===== src/fbps_pkg.sv =====
package fbps_pkg;

    // Clock and fixed timing
    localparam int CLK_PERIOD_PS    = 8000;
    localparam int FIXED_DEAD_PS    = 30000;
    // Least time, so round up to whole cycles
    localparam int FIXED_DEAD_CYC   = (FIXED_DEAD_PS + CLK_PERIOD_PS - 1) / CLK_PERIOD_PS;

    // Default widths
    localparam int CNT_W_DEF        = 12;
    localparam int DT_W_DEF         = 8;

    // Reset values
    localparam logic       SIDE_RST   = 1'b1;
    localparam logic       DISCH_RST  = 1'b1;
    localparam logic [1:0] RECT_RST   = 2'h0;
    localparam logic [3:0] BRIDGE_RST = 4'h0;

    // One switching half-period of the bridge
    typedef enum logic [1:0] {
        ST_IDLE  = 2'b00,
        ST_LEAD  = 2'b01,
        ST_POWER = 2'b10,
        ST_FREE  = 2'b11
    } phase_state_t;

    // Comparator results, all synchronous to mclk_i
    typedef struct packed {
        logic ramp_above_ctrl;
        logic ramp_above_ss;
        logic ss_above_offset;
        logic ss_above_2v;
        logic comp_current_high;
        logic rectifier_softstart_level_high;
        logic line_enable_sense;
        logic bias_good;
        logic ref_good;
    } sense_t;

    // Bridge gate drive
    typedef struct packed {
        logic high_side_a_out;
        logic high_side_b_out;
        logic low_side_a_out;
        logic low_side_b_out;
    } bridge_t;

    // Rectifier control
    typedef struct packed {
        logic rectifier_a_ctrl;
        logic rectifier_b_ctrl;
    } rect_t;

endpackage : fbps_pkg


===== src/dead_timer.sv =====
`timescale 1ns/1ps
module dead_timer #(
    parameter int W = 8
) (
    // Clock and reset
    input  wire logic         mclk_i,
    input  wire logic         rst_n_i,
    input  wire logic         ce_i,
    // Control
    input  wire logic         load_i,
    input  wire logic         clear_i,
    input  wire logic [W-1:0] count_i,
    // Status
    output logic              expired_o
);

    logic [W-1:0] cnt_q;
    logic         armed_q;

    // Load wins over clear so a new interval is never lost
    always_ff @(posedge mclk_i)
    begin
        if (!rst_n_i)
        begin
            cnt_q   <= '0;
            armed_q <= 1'b0;
        end
        else if (ce_i)
        begin
            if (load_i)
            begin
                cnt_q   <= count_i;
                armed_q <= 1'b1;
            end
            else if (clear_i)
                armed_q <= 1'b0;
            else if (armed_q && cnt_q != '0)
                cnt_q <= cnt_q - W'(1);
        end
    end

    // Level until cleared or reloaded
    assign expired_o = armed_q && (cnt_q == '0);

endmodule : dead_timer


===== src/full_bridge_phase_sequencer.sv =====
// Functional notes
// - First phase drives high side A with low side B as one diagonal.
// - After each diagonal all four bridge outputs stay off until next phase.
// - Alternate phase drives high side B with low side A, then all off.
// - A fixed 30 ns dead-time is always inserted, independent of oscillator rate.
// - Per-phase on-time is capped at oscillator period minus dead-time one and the fixed dead-time.
// - With dead-time one zero, duty stays just under half from fixed dead-time.
// - With no loop current the ramp never trips, so duty runs at maximum.
// - During diagonal A, rectifier A is on and rectifier B is off.
// - During diagonal B, rectifier B is on and rectifier A is off.
// - In freewheel both rectifier outputs are on together.
// - Rectifier B drops dead-time one before diagonal A turns on.
// - Two dead-times are set independently; only dead-time one limits duty.
// - Soft-start node held discharged until line, bias and reference are good.
// - Pulse ends when ramp passes lower of soft-start and loop levels.
// - Soft-start held low forces zero duty; release restarts normally.
// - Rectifier soft-start node released once soft-start is high and loop current low.
// - Rectifier soft-start begins only after its level crosses threshold.
// - Both rectifier outputs stay off throughout primary soft-start.
// - Rectifier soft-start widens the leading edge of each rectifier pulse.
// - Both rectifiers pulse in freewheel; at clock edge out-of-phase one drops.
// - In soft-start the in-phase rectifier drops with the bridge pulse end.
// - Rectifier soft-start node held low keeps both rectifiers off.
`timescale 1ns/1ps
module full_bridge_phase_sequencer
    import fbps_pkg::*;
#(
    parameter int CNT_W = fbps_pkg::CNT_W_DEF,
    parameter int DT_W  = fbps_pkg::DT_W_DEF
) (
    // Clock, reset and enable
    input  wire logic              mclk_i,
    input  wire logic              rst_n_i,
    input  wire logic              ce_i,
    // Internal oscillator clock and comparators
    input  wire logic              osc_clk_i,
    input  wire fbps_pkg::sense_t  sense_i,
    // Dead-time settings in mclk cycles
    input  wire logic [DT_W-1:0]   dead_time_one_set_i,
    input  wire logic [DT_W-1:0]   dead_time_two_set_i,
    // Gate drive and rectifier control
    output fbps_pkg::bridge_t      bridge_o,
    output fbps_pkg::rect_t        rect_o,
    // Soft-start node discharge switches
    output logic                   ss_discharge_o,
    output logic                   ssr_discharge_o
);

    import fbps_pkg::*;

    // One bit wider than the count so a short period saturates instead of wrapping
    localparam logic [CNT_W:0]   FIXED_DEAD = (CNT_W+1)'(FIXED_DEAD_CYC);
    localparam logic [CNT_W-1:0] WIDTH_STEP = CNT_W'(1);

    // Sequencer state
    phase_state_t     state_q;
    logic             side_q;
    logic [CNT_W-1:0] on_cnt_q;
    logic [CNT_W-1:0] on_limit_q;
    logic [CNT_W-1:0] width_q;

    // Results of the period meter and the two dead-timers
    logic             osc_rise;
    logic [CNT_W-1:0] period;
    logic [CNT_W-1:0] elapsed;
    logic             t1_expired;
    logic             t2_expired;

    // Per-cycle decisions
    logic             start_ok;
    logic             lead_done;
    logic             trip;
    logic             pwr_end;
    logic             rect_run;
    logic             rect_full;
    logic [CNT_W:0]   limit_raw;
    logic [CNT_W-1:0] limit_now;
    logic [CNT_W-1:0] remaining;
    logic             both_on;
    bridge_t          drive_on;

    // Oscillator edge and period measurement
    osc_period_meter #(
        .W          (CNT_W)
    ) u_meter (
        .mclk_i     (mclk_i),
        .rst_n_i    (rst_n_i),
        .ce_i       (ce_i),
        .osc_clk_i  (osc_clk_i),
        .osc_rise_o (osc_rise),
        .period_o   (period),
        .elapsed_o  (elapsed)
    );

    // Dead-time one: rectifier turn-off to bridge turn-on
    dead_timer #(
        .W          (DT_W)
    ) u_dead_one (
        .mclk_i     (mclk_i),
        .rst_n_i    (rst_n_i),
        .ce_i       (ce_i),
        .load_i     (start_ok),
        .clear_i    (lead_done),
        .count_i    (dead_time_one_set_i),
        .expired_o  (t1_expired)
    );

    // Dead-time two: bridge turn-off to freewheel rectifier turn-on
    dead_timer #(
        .W          (DT_W)
    ) u_dead_two (
        .mclk_i     (mclk_i),
        .rst_n_i    (rst_n_i),
        .ce_i       (ce_i),
        .load_i     (pwr_end),
        .clear_i    (osc_rise),
        .count_i    (dead_time_two_set_i),
        .expired_o  (t2_expired)
    );

    // Phase decisions from the comparators
    always_comb
    begin
        // Comparator bits are already in this clock domain, no sync stage
        start_ok  = osc_rise && !ss_discharge_o && sense_i.ss_above_offset;
        lead_done = (state_q == ST_LEAD) && t1_expired;
        // Lower of soft-start and loop level; soft-start only counts above offset
        trip      = sense_i.ramp_above_ctrl || sense_i.ramp_above_ss || !sense_i.ss_above_offset;
        pwr_end   = (state_q == ST_POWER) && (trip || (on_cnt_q + CNT_W'(1) >= on_limit_q));
        // Only dead-time one and the fixed dead-time shorten the on-time
        limit_raw = {1'b0, period} - (CNT_W+1)'(dead_time_one_set_i) - FIXED_DEAD;
        limit_now = limit_raw[CNT_W] ? '0 : limit_raw[CNT_W-1:0];
        // Rectifiers act only with their node released and above threshold
        rect_run  = sense_i.rectifier_softstart_level_high && !ssr_discharge_o;
        // Full width ends rectifier soft-start until rect_run drops and the width resets
        rect_full = (width_q >= period);
        // Cycles to the next rise; zero if the oscillator runs late
        remaining = (elapsed >= period) ? '0 : period - elapsed;
        // Leading edge of the freewheel pulse moves earlier as width grows
        both_on   = t2_expired && (width_q >= remaining);
        // Diagonal pair owned by the current side
        drive_on  = BRIDGE_RST;
        if (!side_q)
        begin
            drive_on.high_side_a_out = 1'b1;
            drive_on.low_side_b_out  = 1'b1;
        end
        else
        begin
            drive_on.high_side_b_out = 1'b1;
            drive_on.low_side_a_out  = 1'b1;
        end
    end

    // Primary soft-start node discharge
    always_ff @(posedge mclk_i)
    begin
        if (!rst_n_i)
            ss_discharge_o <= DISCH_RST;
        else if (ce_i)
            // Any one fault discharges at once; filtering is left to the comparators
            ss_discharge_o <= !(sense_i.line_enable_sense && sense_i.bias_good && sense_i.ref_good);
    end

    // Rectifier soft-start node discharge; release is held until primary restarts
    always_ff @(posedge mclk_i)
    begin
        if (!rst_n_i)
            ssr_discharge_o <= DISCH_RST;
        else if (ce_i)
        begin
            // Latched release, so loop current noise cannot restart the rectifiers
            if (ss_discharge_o)
                ssr_discharge_o <= 1'b1;
            else if (sense_i.ss_above_2v && !sense_i.comp_current_high)
                ssr_discharge_o <= 1'b0;
        end
    end

    // Bridge phase state machine and gate outputs
    always_ff @(posedge mclk_i)
    begin
        if (!rst_n_i)
        begin
            state_q    <= ST_IDLE;
            side_q     <= SIDE_RST;
            on_cnt_q   <= '0;
            on_limit_q <= '0;
            bridge_o   <= BRIDGE_RST;
        end
        else if (ce_i)
        begin
            if (osc_rise)
            begin
                // A new oscillator edge always ends the old half-period
                bridge_o <= BRIDGE_RST;
                if (start_ok)
                begin
                    side_q     <= !side_q;
                    on_limit_q <= limit_now;
                    state_q    <= ST_LEAD;
                end
                else
                    state_q <= ST_IDLE;
            end
            else
            begin
                // Between rises the half-period walks lead, power, freewheel
                case (state_q)
                    ST_LEAD:
                    begin
                        if (lead_done)
                        begin
                            on_cnt_q <= '0;
                            // A zero limit skips the pulse and never loads dead-time two for the freewheel
                            if (on_limit_q == '0)
                                state_q <= ST_FREE;
                            else
                            begin
                                bridge_o <= drive_on;
                                state_q  <= ST_POWER;
                            end
                        end
                    end
                    ST_POWER:
                    begin
                        // Trip or limit ends the pulse; counting runs only while on
                        if (pwr_end)
                        begin
                            bridge_o <= BRIDGE_RST;
                            state_q  <= ST_FREE;
                        end
                        else
                            on_cnt_q <= on_cnt_q + CNT_W'(1);
                    end
                    // Gates stay off until the next oscillator rise
                    ST_FREE:
                        bridge_o <= BRIDGE_RST;
                    ST_IDLE:
                        bridge_o <= BRIDGE_RST;
                    default:
                    begin
                        bridge_o <= BRIDGE_RST;
                        state_q  <= ST_IDLE;
                    end
                endcase
            end
        end
    end

    // Leading-edge width grows one cycle per oscillator period until full
    // Limitation: the rate is fixed and does not follow the node's ramp slope
    always_ff @(posedge mclk_i)
    begin
        if (!rst_n_i)
            width_q <= '0;
        else if (ce_i)
        begin
            if (!rect_run)
                width_q <= '0;
            else if (osc_rise && !rect_full)
                width_q <= width_q + WIDTH_STEP;
        end
    end

    // Rectifier control outputs
    always_ff @(posedge mclk_i)
    begin
        if (!rst_n_i)
            rect_o <= RECT_RST;
        else if (ce_i)
        begin
            if (!rect_run)
                rect_o <= RECT_RST;
            else if (start_ok)
            begin
                // Out-of-phase rectifier drops a full dead-time one before the bridge
                if (side_q)
                    rect_o.rectifier_b_ctrl <= 1'b0;
                else
                    rect_o.rectifier_a_ctrl <= 1'b0;
            end
            // A refused rise leaves neither rectifier conducting
            else if (osc_rise)
                rect_o <= RECT_RST;
            // In soft-start the in-phase rectifier ends with the bridge pulse
            else if (pwr_end && !rect_full)
                rect_o <= RECT_RST;
            // Freewheel waits for dead-time two and the moving leading edge
            else if (state_q == ST_FREE && both_on)
                rect_o <= 2'h3;
            else if (lead_done && on_limit_q != '0)
            begin
                // In-phase rectifier conducts with its diagonal
                rect_o.rectifier_a_ctrl <= !side_q;
                rect_o.rectifier_b_ctrl <= side_q;
            end
        end
    end

endmodule : full_bridge_phase_sequencer


===== src/osc_period_meter.sv =====
`timescale 1ns/1ps
module osc_period_meter #(
    parameter int W = 12
) (
    // Clock and reset
    input  wire logic         mclk_i,
    input  wire logic         rst_n_i,
    input  wire logic         ce_i,
    // Internal oscillator clock, sampled
    input  wire logic         osc_clk_i,
    // Results
    output logic              osc_rise_o,
    output logic [W-1:0]      period_o,
    output logic [W-1:0]      elapsed_o
);

    logic osc_prev_q;

    assign osc_rise_o = osc_clk_i && !osc_prev_q;

    // Elapsed count saturates so a stalled oscillator cannot wrap
    always_ff @(posedge mclk_i)
    begin
        if (!rst_n_i)
        begin
            osc_prev_q <= 1'b0;
            period_o   <= '0;
            elapsed_o  <= '0;
        end
        else if (ce_i)
        begin
            osc_prev_q <= osc_clk_i;
            if (osc_rise_o)
            begin
                period_o  <= elapsed_o + W'(1);
                elapsed_o <= '0;
            end
            else if (elapsed_o != '1)
                elapsed_o <= elapsed_o + W'(1);
        end
    end

endmodule : osc_period_meter


===== config.mk =====
export PLATFORM = sky130hd
export DESIGN_NAME = full_bridge_phase_sequencer
export DESIGN_NICKNAME = d
export VERILOG_FILES = /design/src/fbps_pkg.sv /design/src/dead_timer.sv /design/src/full_bridge_phase_sequencer.sv /design/src/osc_period_meter.sv
export SDC_FILE = /design/constraint.sdc
export NUM_CORES = 1
export LEC_CHECK = 0
export BUFFER_PORTS_ARGS = -buffer_cell sky130_fd_sc_hd__buf_2
export CAP_MARGIN = 20
export CORE_MARGIN = 4
export CORE_UTILIZATION = 40
export DETAILED_ROUTE_END_ITERATION = 10
export PLACE_DENSITY_LB_ADDON = 0.05
export SETUP_SLACK_MARGIN = 0.1
export SLEW_MARGIN = 20
export SYNTH_ARGS = -nofsm -noshare
export SYNTH_HDL_FRONTEND = slang
export SYNTH_SLANG_ARGS = --single-unit

===== constraint.sdc =====
create_clock -name mclk_i -period 8.5 [get_ports mclk_i]
set_input_delay 1.7 -clock mclk_i [delete_from_list [all_inputs] [get_ports mclk_i]]
set_output_delay 1.7 -clock mclk_i [all_outputs]
set_load 0.01 [all_outputs]

==> results of run 1 <==
[tightest hold or removal path, cell delays in order (launching register included)]
cell	delay, ps
dfxtp_1	320
nand3_1	70
nand2_1	50
[area by class of cell]
class / count / share of cell area
Clock buffer: 10 / 0.03211
Clock inverter: 5 / 0.007896
Inverter: 67 / 0.03527
Multi-Input combinational cell: 649 / 0.6103
Sequential cell: 88 / 0.2471
Tap cell: 216 / 0.03790
Timing Repair Buffer: 40 / 0.02948
[cells in the final DEF (no fill, tap or decap), drive strengths merged, types with 8 or more instances in the layout]
master / Yosys / routed
nand2: 88 / 88
dfxtp: 88 / 88
ha: 74 / 74
inv: 67 / 68
o21ai: 61 / 61
nor2: 54 / 54
a21oi: 50 / 50
nand3: 42 / 42
buf: 7 / 40
nor2b: 30 / 30
xnor2: 27 / 27
a21boi: 23 / 23
nor3: 16 / 16
a22oi: 13 / 13
xor2: 12 / 12
and2: 12 / 12
and3: 12 / 12
or3: 11 / 11
nand4: 10 / 10
clkbuf: 26 / 10
a21o: 8 / 8
o31ai: 8 / 8
o211a: 8 / 8
nor4: 8 / 8
[final timing paths]
check | to | slack [ps] | startpoint | cells after the start
worst min-delay path | on_limit_q[6] | 480 | on_limit_q[6] | 2
worst min register to register | on_limit_q[6] | 480 | on_limit_q[6] | 2
worst max-delay path | rect_o[0] | 3980 | u_meter.elapsed_o[2] | 17
worst max register to register | rect_o[0] | 3980 | u_meter.elapsed_o[2] | 17
[through the flow]
stage	cell area [um^2]	power, uW
after floorplan	6502	604.9
after global placement	6845	661.1
after detailed placement	6845	663.7
after CTS	7131	1070
after global routing	7131	1114
final	7131	1056
[registers in the layout (all words and copies together), names as in the netlist]
register,flops
on_cnt_q,12
on_limit_q,12
u_meter.elapsed_o,12
u_meter.period_o,12
width_q,12
u_dead_one.cnt_q,8
u_dead_two.cnt_q,8
bridge_o,2
rect_o,2
state_q,2
side_q,1
ss_discharge_o,1
ssr_discharge_o,1
u_dead_one.armed_q,1
u_dead_two.armed_q,1
u_meter.osc_prev_q,1
[cell families (layout without fill, tap and decap cells)]
| logic type | Yosys count | count (layout) | synth area share |
|---|---|---|---|
| compound gates | 220 | 220 | 0.2222 |
| simple gates | 307 | 307 | 0.2348 |
| flops | 88 | 88 | 0.2709 |
| buf+inv | 100 | 122 | 0.05984 |
| mux | 7 | 7 | 0.01116 |
| fa+ha+maj | 76 | 76 | 0.1485 |
| xor+xnor | 39 | 39 | 0.05253 |
[routing by layer]
metal | vias up | part of all wire | GRT usage
met4 | 0 | 0.016 | 0.06271
met2 | 95 | 0.46 | 0.3191
met5 | - | 0 | 0
met1 | 2871 | 0.49 | 0.2682
met3 | 20 | 0.033 | 0.02415
li1 | 3010 | - | -
[power breakdown]
group          internal, uW  switching (uW)
clock                   227             173
combinational          92.9             132
sequential              421            10.7
total                   740             316
==> metrics, run 1 <==
post-CTS setup buffers=0; sequential share of the synthesized area=0.2709; outcome=completed; Mapped Avg Cell Area=7.769 um^2; Least-Margin Pin Slew=between 800 and 900 ps; Worst path slowest cell=a31oi_1; CTS root buffer=clkbuf_16; htree depth=3; VDD IR max=between 0.08 and 0.09 mV; post-cts resize count=0; Clock Pin Slew Worst Setup and Hold Paths=70 ps; most frequent CP cell=a21oi_1; worst path bufs/invs=1; post-route non-filler standard cell count=1,075; IO Port Bufs=36; # DRC=0; share of layout cells above drive strength 1=0.07800; area of the multi-input gates=between 0.004 and 0.005 mm^2; number of library cell types mapped by synthesis=64; Max Slew Vio Count=0; DRT Wirelength=about 17,000 um; via count=around 6,000; post-place setup slack=between 4000 and 5000 ps; Worst Hold Class=reg2reg; Fillers=roughly 1,700; Req. time, crit path=8770 ps; vias in the first global route=between 5,000 and 6,000; fin crit share=0.5313; Post-synth EDFFs=0; post-synth top area cell=dfxtp_1; CTS tree=done; first-pass GRT wire length=28,720 um; synth cell count leaders=dfxtp_1, nand2_1, ha_1; maximum fanout along the worst path=12; CP startpoint kind=register; Pre-antenna DRT Iters=5; 1st-iter DRT viols=~350; flop and latch count out of synthesis=88; area delta synth->final=9.659%; PnR worst setup slack=3984 ps; Final ANT Viol Nets=0; overall die area=0.01836 mm^2; clock tree buffer depth=2; RSZ-0062 raised after global routing=no; Sink Count=a little under 90; hold bufs inserted after CTS=0; Synth top area share=0.2709; Cells after DPL=~1,100; CTS buffer count=9; asr flop ratio synth=0; Fin Setup TNS=0 ps; pwr dens=roughly 150 mW/mm^2; diode count=0; HPWL after DPL=roughly 13,000 um; max cap viols=0; cells after synthesis=about 840; Worst-Skew Late Latency=approximately 350 ps; core area=~0.016 mm^2; pin count of the biggest net entering global routing=between 80 and 90; Rel. slew slack=0.3974; Syn Std Cell Area=0.006502 mm^2; grt total ovfl=0; Worst path max stage delay=roughly 670 ps; Final setup violation count=0; Leakage Power=about 0.0028 uW; site row count=between 40 and 50; Synth Net Count=between 900 and 1,000; kind of cell adding the most delay to the critical path=compound AO/OA/AOI/OAI gates; initial antenna violation count=0; count of final hold-check violations=0; Die Ht=135.5 um; Via density=~5.6; GR Util All Layers=0.1952; # nets final=between 900 and 1,000; Setup Skew=9.467 ps; CP cell instances=inv_1 > ha_1 > a21oi_1 > o21ai_0 > a21oi_1 > a21oi_1 > nand4_1 > a31oi_1 > nand2_1 > ha_1 > a21o_1 > a2111oi_0 > o311a_1 > o32ai_1 > o31ai_1 > o21ai_0 > a21oi_1; Ys Warns=0; Final min period=approximately 4500 ps; routability congestion estimate=just under 0.9; achievable frequency=221.4 MHz; Core Util, Final=0.4489; Chip Width=about 140 um; worst hold slack=between 400 and 500 ps; Worst setup EP type=register; Synth area leaders=dfxtp_1, ha_1, nand2_1, o21ai_0, inv_1; Initial Util=0.4093; kind of critical path=reg2reg; Synth Flop Type=dfxtp_1; drt wl/cell=around 16 um; Ports=37; crit path DAT=around 4800 ps; Reg area=0.001762 mm^2
No activity file was read; power rests on OpenSTA's default activity.
==> run 2, diff against run 1 <==
clock period = 3.88 ns   (was 8.5 ns; I/O delays follow)
==> run 2 against run 1 <==
Clock-buffer cell count did not move. Final cell count rose by 1.9%. Register-to-register slack got worse by 3700 ps. Maximum frequency rose by 24%. Core utilization rose by 1.3 points. Sequential share of layout area fell by 0.69 points. Global-route usage rose by 0.74 points. Largest power group unchanged.
==> metrics, run 2 (synthesized netlist as in run 1, its figures left out) <==
outcome=completed; Via density=about 5.6; CTS tree=done; Final ANT Viol Nets=0; IO Port Bufs=36; pin count of the biggest net entering global routing=39; min-delay src=on_limit_q[6]; Sink Count=a little under 90; worst path bufs/invs=3; PnR worst setup slack=~250 ps; htree depth=3; DR WL met2=~9000 um; Chip Width=135.5 um; first-pass GRT wire length=about 29,000 um; # nets final=979; CP startpoint kind=register; Core Util, Final=0.4624; net switching fraction of the power=0.3126; R2R depth=20; site row count=46; post-place setup slack=between 60 and 70 ps; Fin Setup TNS=0 ps; CTS root buffer=clkbuf_16; kind of cell adding the most delay to the critical path=compound AO/OA/AOI/OAI gates; Met1 Wirelength=approximately 8400 um; Worst Hold Class=reg2reg; Pre-antenna DRT Iters=5; VDD IR max=approximately 0.23 mV; Comb power frac=0.232; drt wl/cell=~17 um; area delta synth->final=12.95%; Worst-Skew Late Latency=360 ps; Worst path slowest cell=dfxtp_2; Setup Skew=9.632 ps; core area=about 0.016 mm^2; most common cell after layout, fill and taps aside=nand2_1; Internal=between 1500 and 2000 uW; Max Slew Vio Count=0; r2r setup slk=approximately 250 ps; count of final hold-check violations=0; Clock Pin Slew Worst Setup and Hold Paths=~70 ps; Clk pwr share=0.363; 1st-iter DRT viols=around 360; CTS buffer count=9; HPWL after DPL=13,960 um; overall die area=roughly 0.018 mm^2; Req. time, crit path=between 4000 and 5000 ps; maximum fanout along the worst path=6; Net Switching=around 730 uW; Fillers=approximately 1,600; Reg power frac=0.406; Placed Area=0.006973 mm^2; clock tree buffer depth=2; Final setup violation count=0; Least-Margin Pin Slew=723.8 ps; achievable frequency=about 280 MHz; Worst setup EP type=register; number of cells on the critical path=20; finished layout cell area=between 0.007 and 0.008 mm^2; top sig layer=met4; RSZ-0062 raised after global routing=yes; Ports=37; DRT Wirelength=18,260 um; most frequent cells in the layout=nand2_1, dfxtp_1, ha_1; via count=6,101; fin crit share=0.9350; Initial Util=0.4093; total power=approximately 2300 uW; met3 routed WL=around 630 um; hold depth=2; Worst Hold End=on_limit_q[6]; pwr dens=between 300 and 400 mW/mm^2; Critical R2R Launch=u_meter.period_o[0]; # DRC=0; most frequent CP cell=a21oi_2; diode count=0; vias in the first global route=just under 6,000; Final min period=between 3000 and 4000 ps; CP cell instances=inv_1 > ha_1 > inv_1 > fa_2 > a21oi_2 > o21ai_2 > a21oi_2 > a21oi_2 > nand4_1 > a31oi_2 > buf_4 > nand2_1 > ha_1 > a21o_1 > a2111oi_4 > o311a_1 > o32ai_2 > o31ai_1 > o21ai_1 > a21oi_1; share of layout cells above drive strength 1=0.1195; crit path DAT=about 4000 ps; initial antenna violation count=0; grt total ovfl=0; GR Util All Layers=0.2026; Rel. slew slack=0.5130; routability congestion estimate=around 0.90; kind of critical path=reg2reg; max cap viols=0; Leakage Power=0.002945 uW; Worst path max stage delay=approximately 340 ps; Die Ht=between 100 and 150 um; FF-to-FF End=rect_o[0]
-- run 2: per-layer routing --
layer / up-vias / GRT usage
met1: 2932 / 0.2596
met5: - / 0
met4: 0 / 0.05599
met3: 19 / 0.03975
met2: 105 / 0.3476
li1: 3045 / -
-- run 2: how the worst max path moves through the flow --
stage                        start   endpoint  slack (ps)
3_3_place_gp   u_meter.period_o[0]  rect_o[0]         130
6_report       u_meter.period_o[0]  rect_o[0]         250
4_1_cts        u_meter.period_o[0]  rect_o[0]         110
5_1_grt        u_meter.period_o[0]  rect_o[0]          60
3_5_place_dp   u_meter.period_o[0]  rect_o[1]          70
2_1_floorplan  u_meter.period_o[0]  rect_o[0]         300
-- run 2: through the flow --
stage          hold WS [ps]  instances
2_1_floorplan         447.1        837
3_3_place_gp          464.9       1077
3_5_place_dp          469.1       1077
4_1_cts               480.5       1093
5_1_grt               505.2       1095
6_report              473.9       1095
-- run 2: power by group through the flow --
stage / clock, uW / combinational (uW) / sequential [uW]
2_1_floorplan: 0 / 367 / 958
3_3_place_gp: 0 / 499 / 961
3_5_place_dp: 0 / 509 / 962
4_1_cts: 868 / 516 / 941
5_1_grt: 901 / 598 / 944
6_report: 842 / 538 / 942
-- run 2: layout make-up --
type	count	area, um^2	share of cell area
clock buffer	10	239.0	0.03254
clock inverter	6	35.03	0.004770
inverter	67	251.5	0.03424
multi-input combinational	649	4434	0.6037
sequential	88	1764	0.2402
tap	216	270.3	0.03680
timing repair buffer	59	350.3	0.04770
-- run 2: worst min-delay path: stages (launching register included) --
cell and delay (ps):
dfxtp_1 320, nand3_1 60, nand2_1 50
-- run 2: what timing repair did --
item	4_1_cts	5_1_grt
setup endpoints to repair	2	8
pin swaps	1	8
setup buffers	0	1
hold buffers	0	0
gates resized for setup	4	21
cloned	0	1
==> run 3, diff against run 2 <==
RECOVER_POWER = 50   (was default)
==> run 3 against run 2 <==
Non-clock buffer count is the same. Register-to-register slack is essentially flat. First-iteration DRC count grew 12%. Clock skew is essentially flat. Routed wire length shrank 0.18%. Final area shrank 0.56%. Die area is the same. Combinational power is essentially flat. Sequential share of layout area grew 0.14 points. Global-route usage is the same. Clock power is essentially flat. Critical path type unchanged.
==> metrics, run 3 (synthesized netlist as in run 1, its figures left out) <==
outcome=completed; clock tree buffer depth=2; # nets final=about 1,000; area delta synth->final=12.31%; GR Util All Layers=0.2026; initial antenna violation count=0; routability congestion estimate=0.9001; Clock Pin Slew Worst Setup and Hold Paths=approximately 70 ps; Least-Margin Pin Slew=approximately 1000 ps; RSZ-0062 raised after global routing=yes; most frequent CP cell=a21oi_2; most frequent cells in the layout=nand2_1, dfxtp_1, ha_1; CTS root buffer=clkbuf_16; hold bufs inserted after CTS=0; Die Ht=between 100 and 150 um; Final min period=around 3600 ps; pin count of the biggest net entering global routing=39; DRT Wirelength=approximately 18,000 um; Leakage Power=0.002888 uW; CP startpoint kind=register; Worst setup EP type=register; total power=2320 uW; 1st-iter DRT viols=406; Pre-antenna DRT Iters=5; achievable frequency=around 280 MHz; overall die area=0.01836 mm^2; share of layout cells above drive strength 1=0.1013; Req. time, crit path=between 4000 and 5000 ps; CTS buffer count=9; Ports=37; site row count=46; Sink Count=about 90; HPWL after DPL=13,960 um; Worst Hold Class=reg2reg; fin crit share=0.9338; VDD IR max=between 0.2 and 0.25 mV; Setup Skew=just under 10 ps; Fin Setup TNS=0 ps; first-pass GRT wire length=approximately 30,000 um; # DRC=0; Final ANT Viol Nets=0; core area=0.01589 mm^2; drt wl/cell=16.64 um; CTS tree=done; Worst path max stage delay=around 370 ps; IO Port Bufs=36; Fillers=1,636; kind of critical path=reg2reg; Max Slew Vio Count=0; worst hold slack=between 400 and 500 ps; Via density=5.576; Worst path slowest cell=a2111oi_4; max cap viols=0; vias in the first global route=approximately 6,000; Initial Util=0.4093; grt total ovfl=0; Worst-Skew Late Latency=360 ps; Rel. slew slack=0.3320; most common cell after layout, fill and taps aside=nand2_1; htree depth=3; via count=approximately 6,100; Final setup violation count=0; diode count=0; crit path DAT=between 3000 and 4000 ps; count of final hold-check violations=0; maximum fanout along the worst path=3; post-route non-filler standard cell count=approximately 1,100; pwr dens=between 300 and 400 mW/mm^2; Chip Width=between 100 and 150 um; CP cell instances=inv_1 > ha_1 > inv_1 > fa_2 > a21oi_2 > o21ai_2 > a21oi_2 > a21oi_2 > a311oi_1 > xnor2_1 > nand2_1 > ha_1 > a2111oi_4 > o311a_1 > o32ai_2 > o31ai_1 > o21ai_1 > a21oi_1; Cells after DPL=1,077
-- run 3: metal layers --
| metal | vias up | wire (um) | global-route usage |
|---|---|---|---|
| met4 | 0 | 267 | 0.05599 |
| met2 | 100 | 8913 | 0.3476 |
| met5 | - | 0 | 0 |
| li1 | 3046 | - | - |
| met1 | 2941 | 8445 | 0.2596 |
| met3 | 19 | 597 | 0.03975 |
-- run 3: layout make-up --
| type | instances | area [um^2] | area share |
|---|---|---|---|
| clock inverters | 6 | 35.03 | 0.004797 |
| inverters | 67 | 251.5 | 0.03444 |
| clock buffers | 10 | 239.0 | 0.03272 |
| flip-flops and latches | 88 | 1764 | 0.2416 |
| repair buffers | 59 | 320.3 | 0.04386 |
| well taps | 216 | 270.3 | 0.03701 |
| multi-input cells | 649 | 4423 | 0.6056 |
-- run 3: worst paths after layout --
check / to / depth (start not counted) / slack (ps) / startpoint
setup / recovery: rect_o[0] / 18 / 260 / u_meter.period_o[0]
hold / removal: on_limit_q[6] / 2 / 480 / on_limit_q[6]
setup reg to reg: rect_o[0] / 18 / 260 / u_meter.period_o[0]
hold reg to reg: on_limit_q[6] / 2 / 480 / on_limit_q[6]
-- run 3: through the flow --
stage / area, um^2 / utilization / setup WS, ps
6_report: 7303 / 0.4598 / 256.8
5_1_grt: 7303 / 0.4598 / 59.30
4_1_cts: 7261 / 0.4571 / 112.7
3_5_place_dp: 6973 / 0.4390 / 67.81
3_3_place_gp: 6973 / 0.4390 / 129.5
2_1_floorplan: 6502 / - / 296.8
-- run 3: critical path, delay by kind of cell (launching register included) --
kind | cells | cell delay, ps
adder cells (fa/ha/maj) | 3 | 870
AO/OA/AOI/OAI | 11 | 1960
buffers and inverters | 2 | 150
XOR/XNOR | 1 | 160
flip-flops | 1 | 330
AND/OR/NAND/NOR | 1 | 80
-- run 3: power by group --
group          internal, uW  switching [uW]
clock network           447             396
registers               922            19.9
logic                   224             311
total                  1590             726
-- run 3: repair_timing --
action / 4_1_cts / 5_1_grt
setup endpoints to repair: 2 / 8
endpoints found under the hold margin: 0 / 0
pin swaps: 1 / 8
cloned: 0 / 1
buffers inserted: 0 / 1
gates resized for setup: 4 / 21
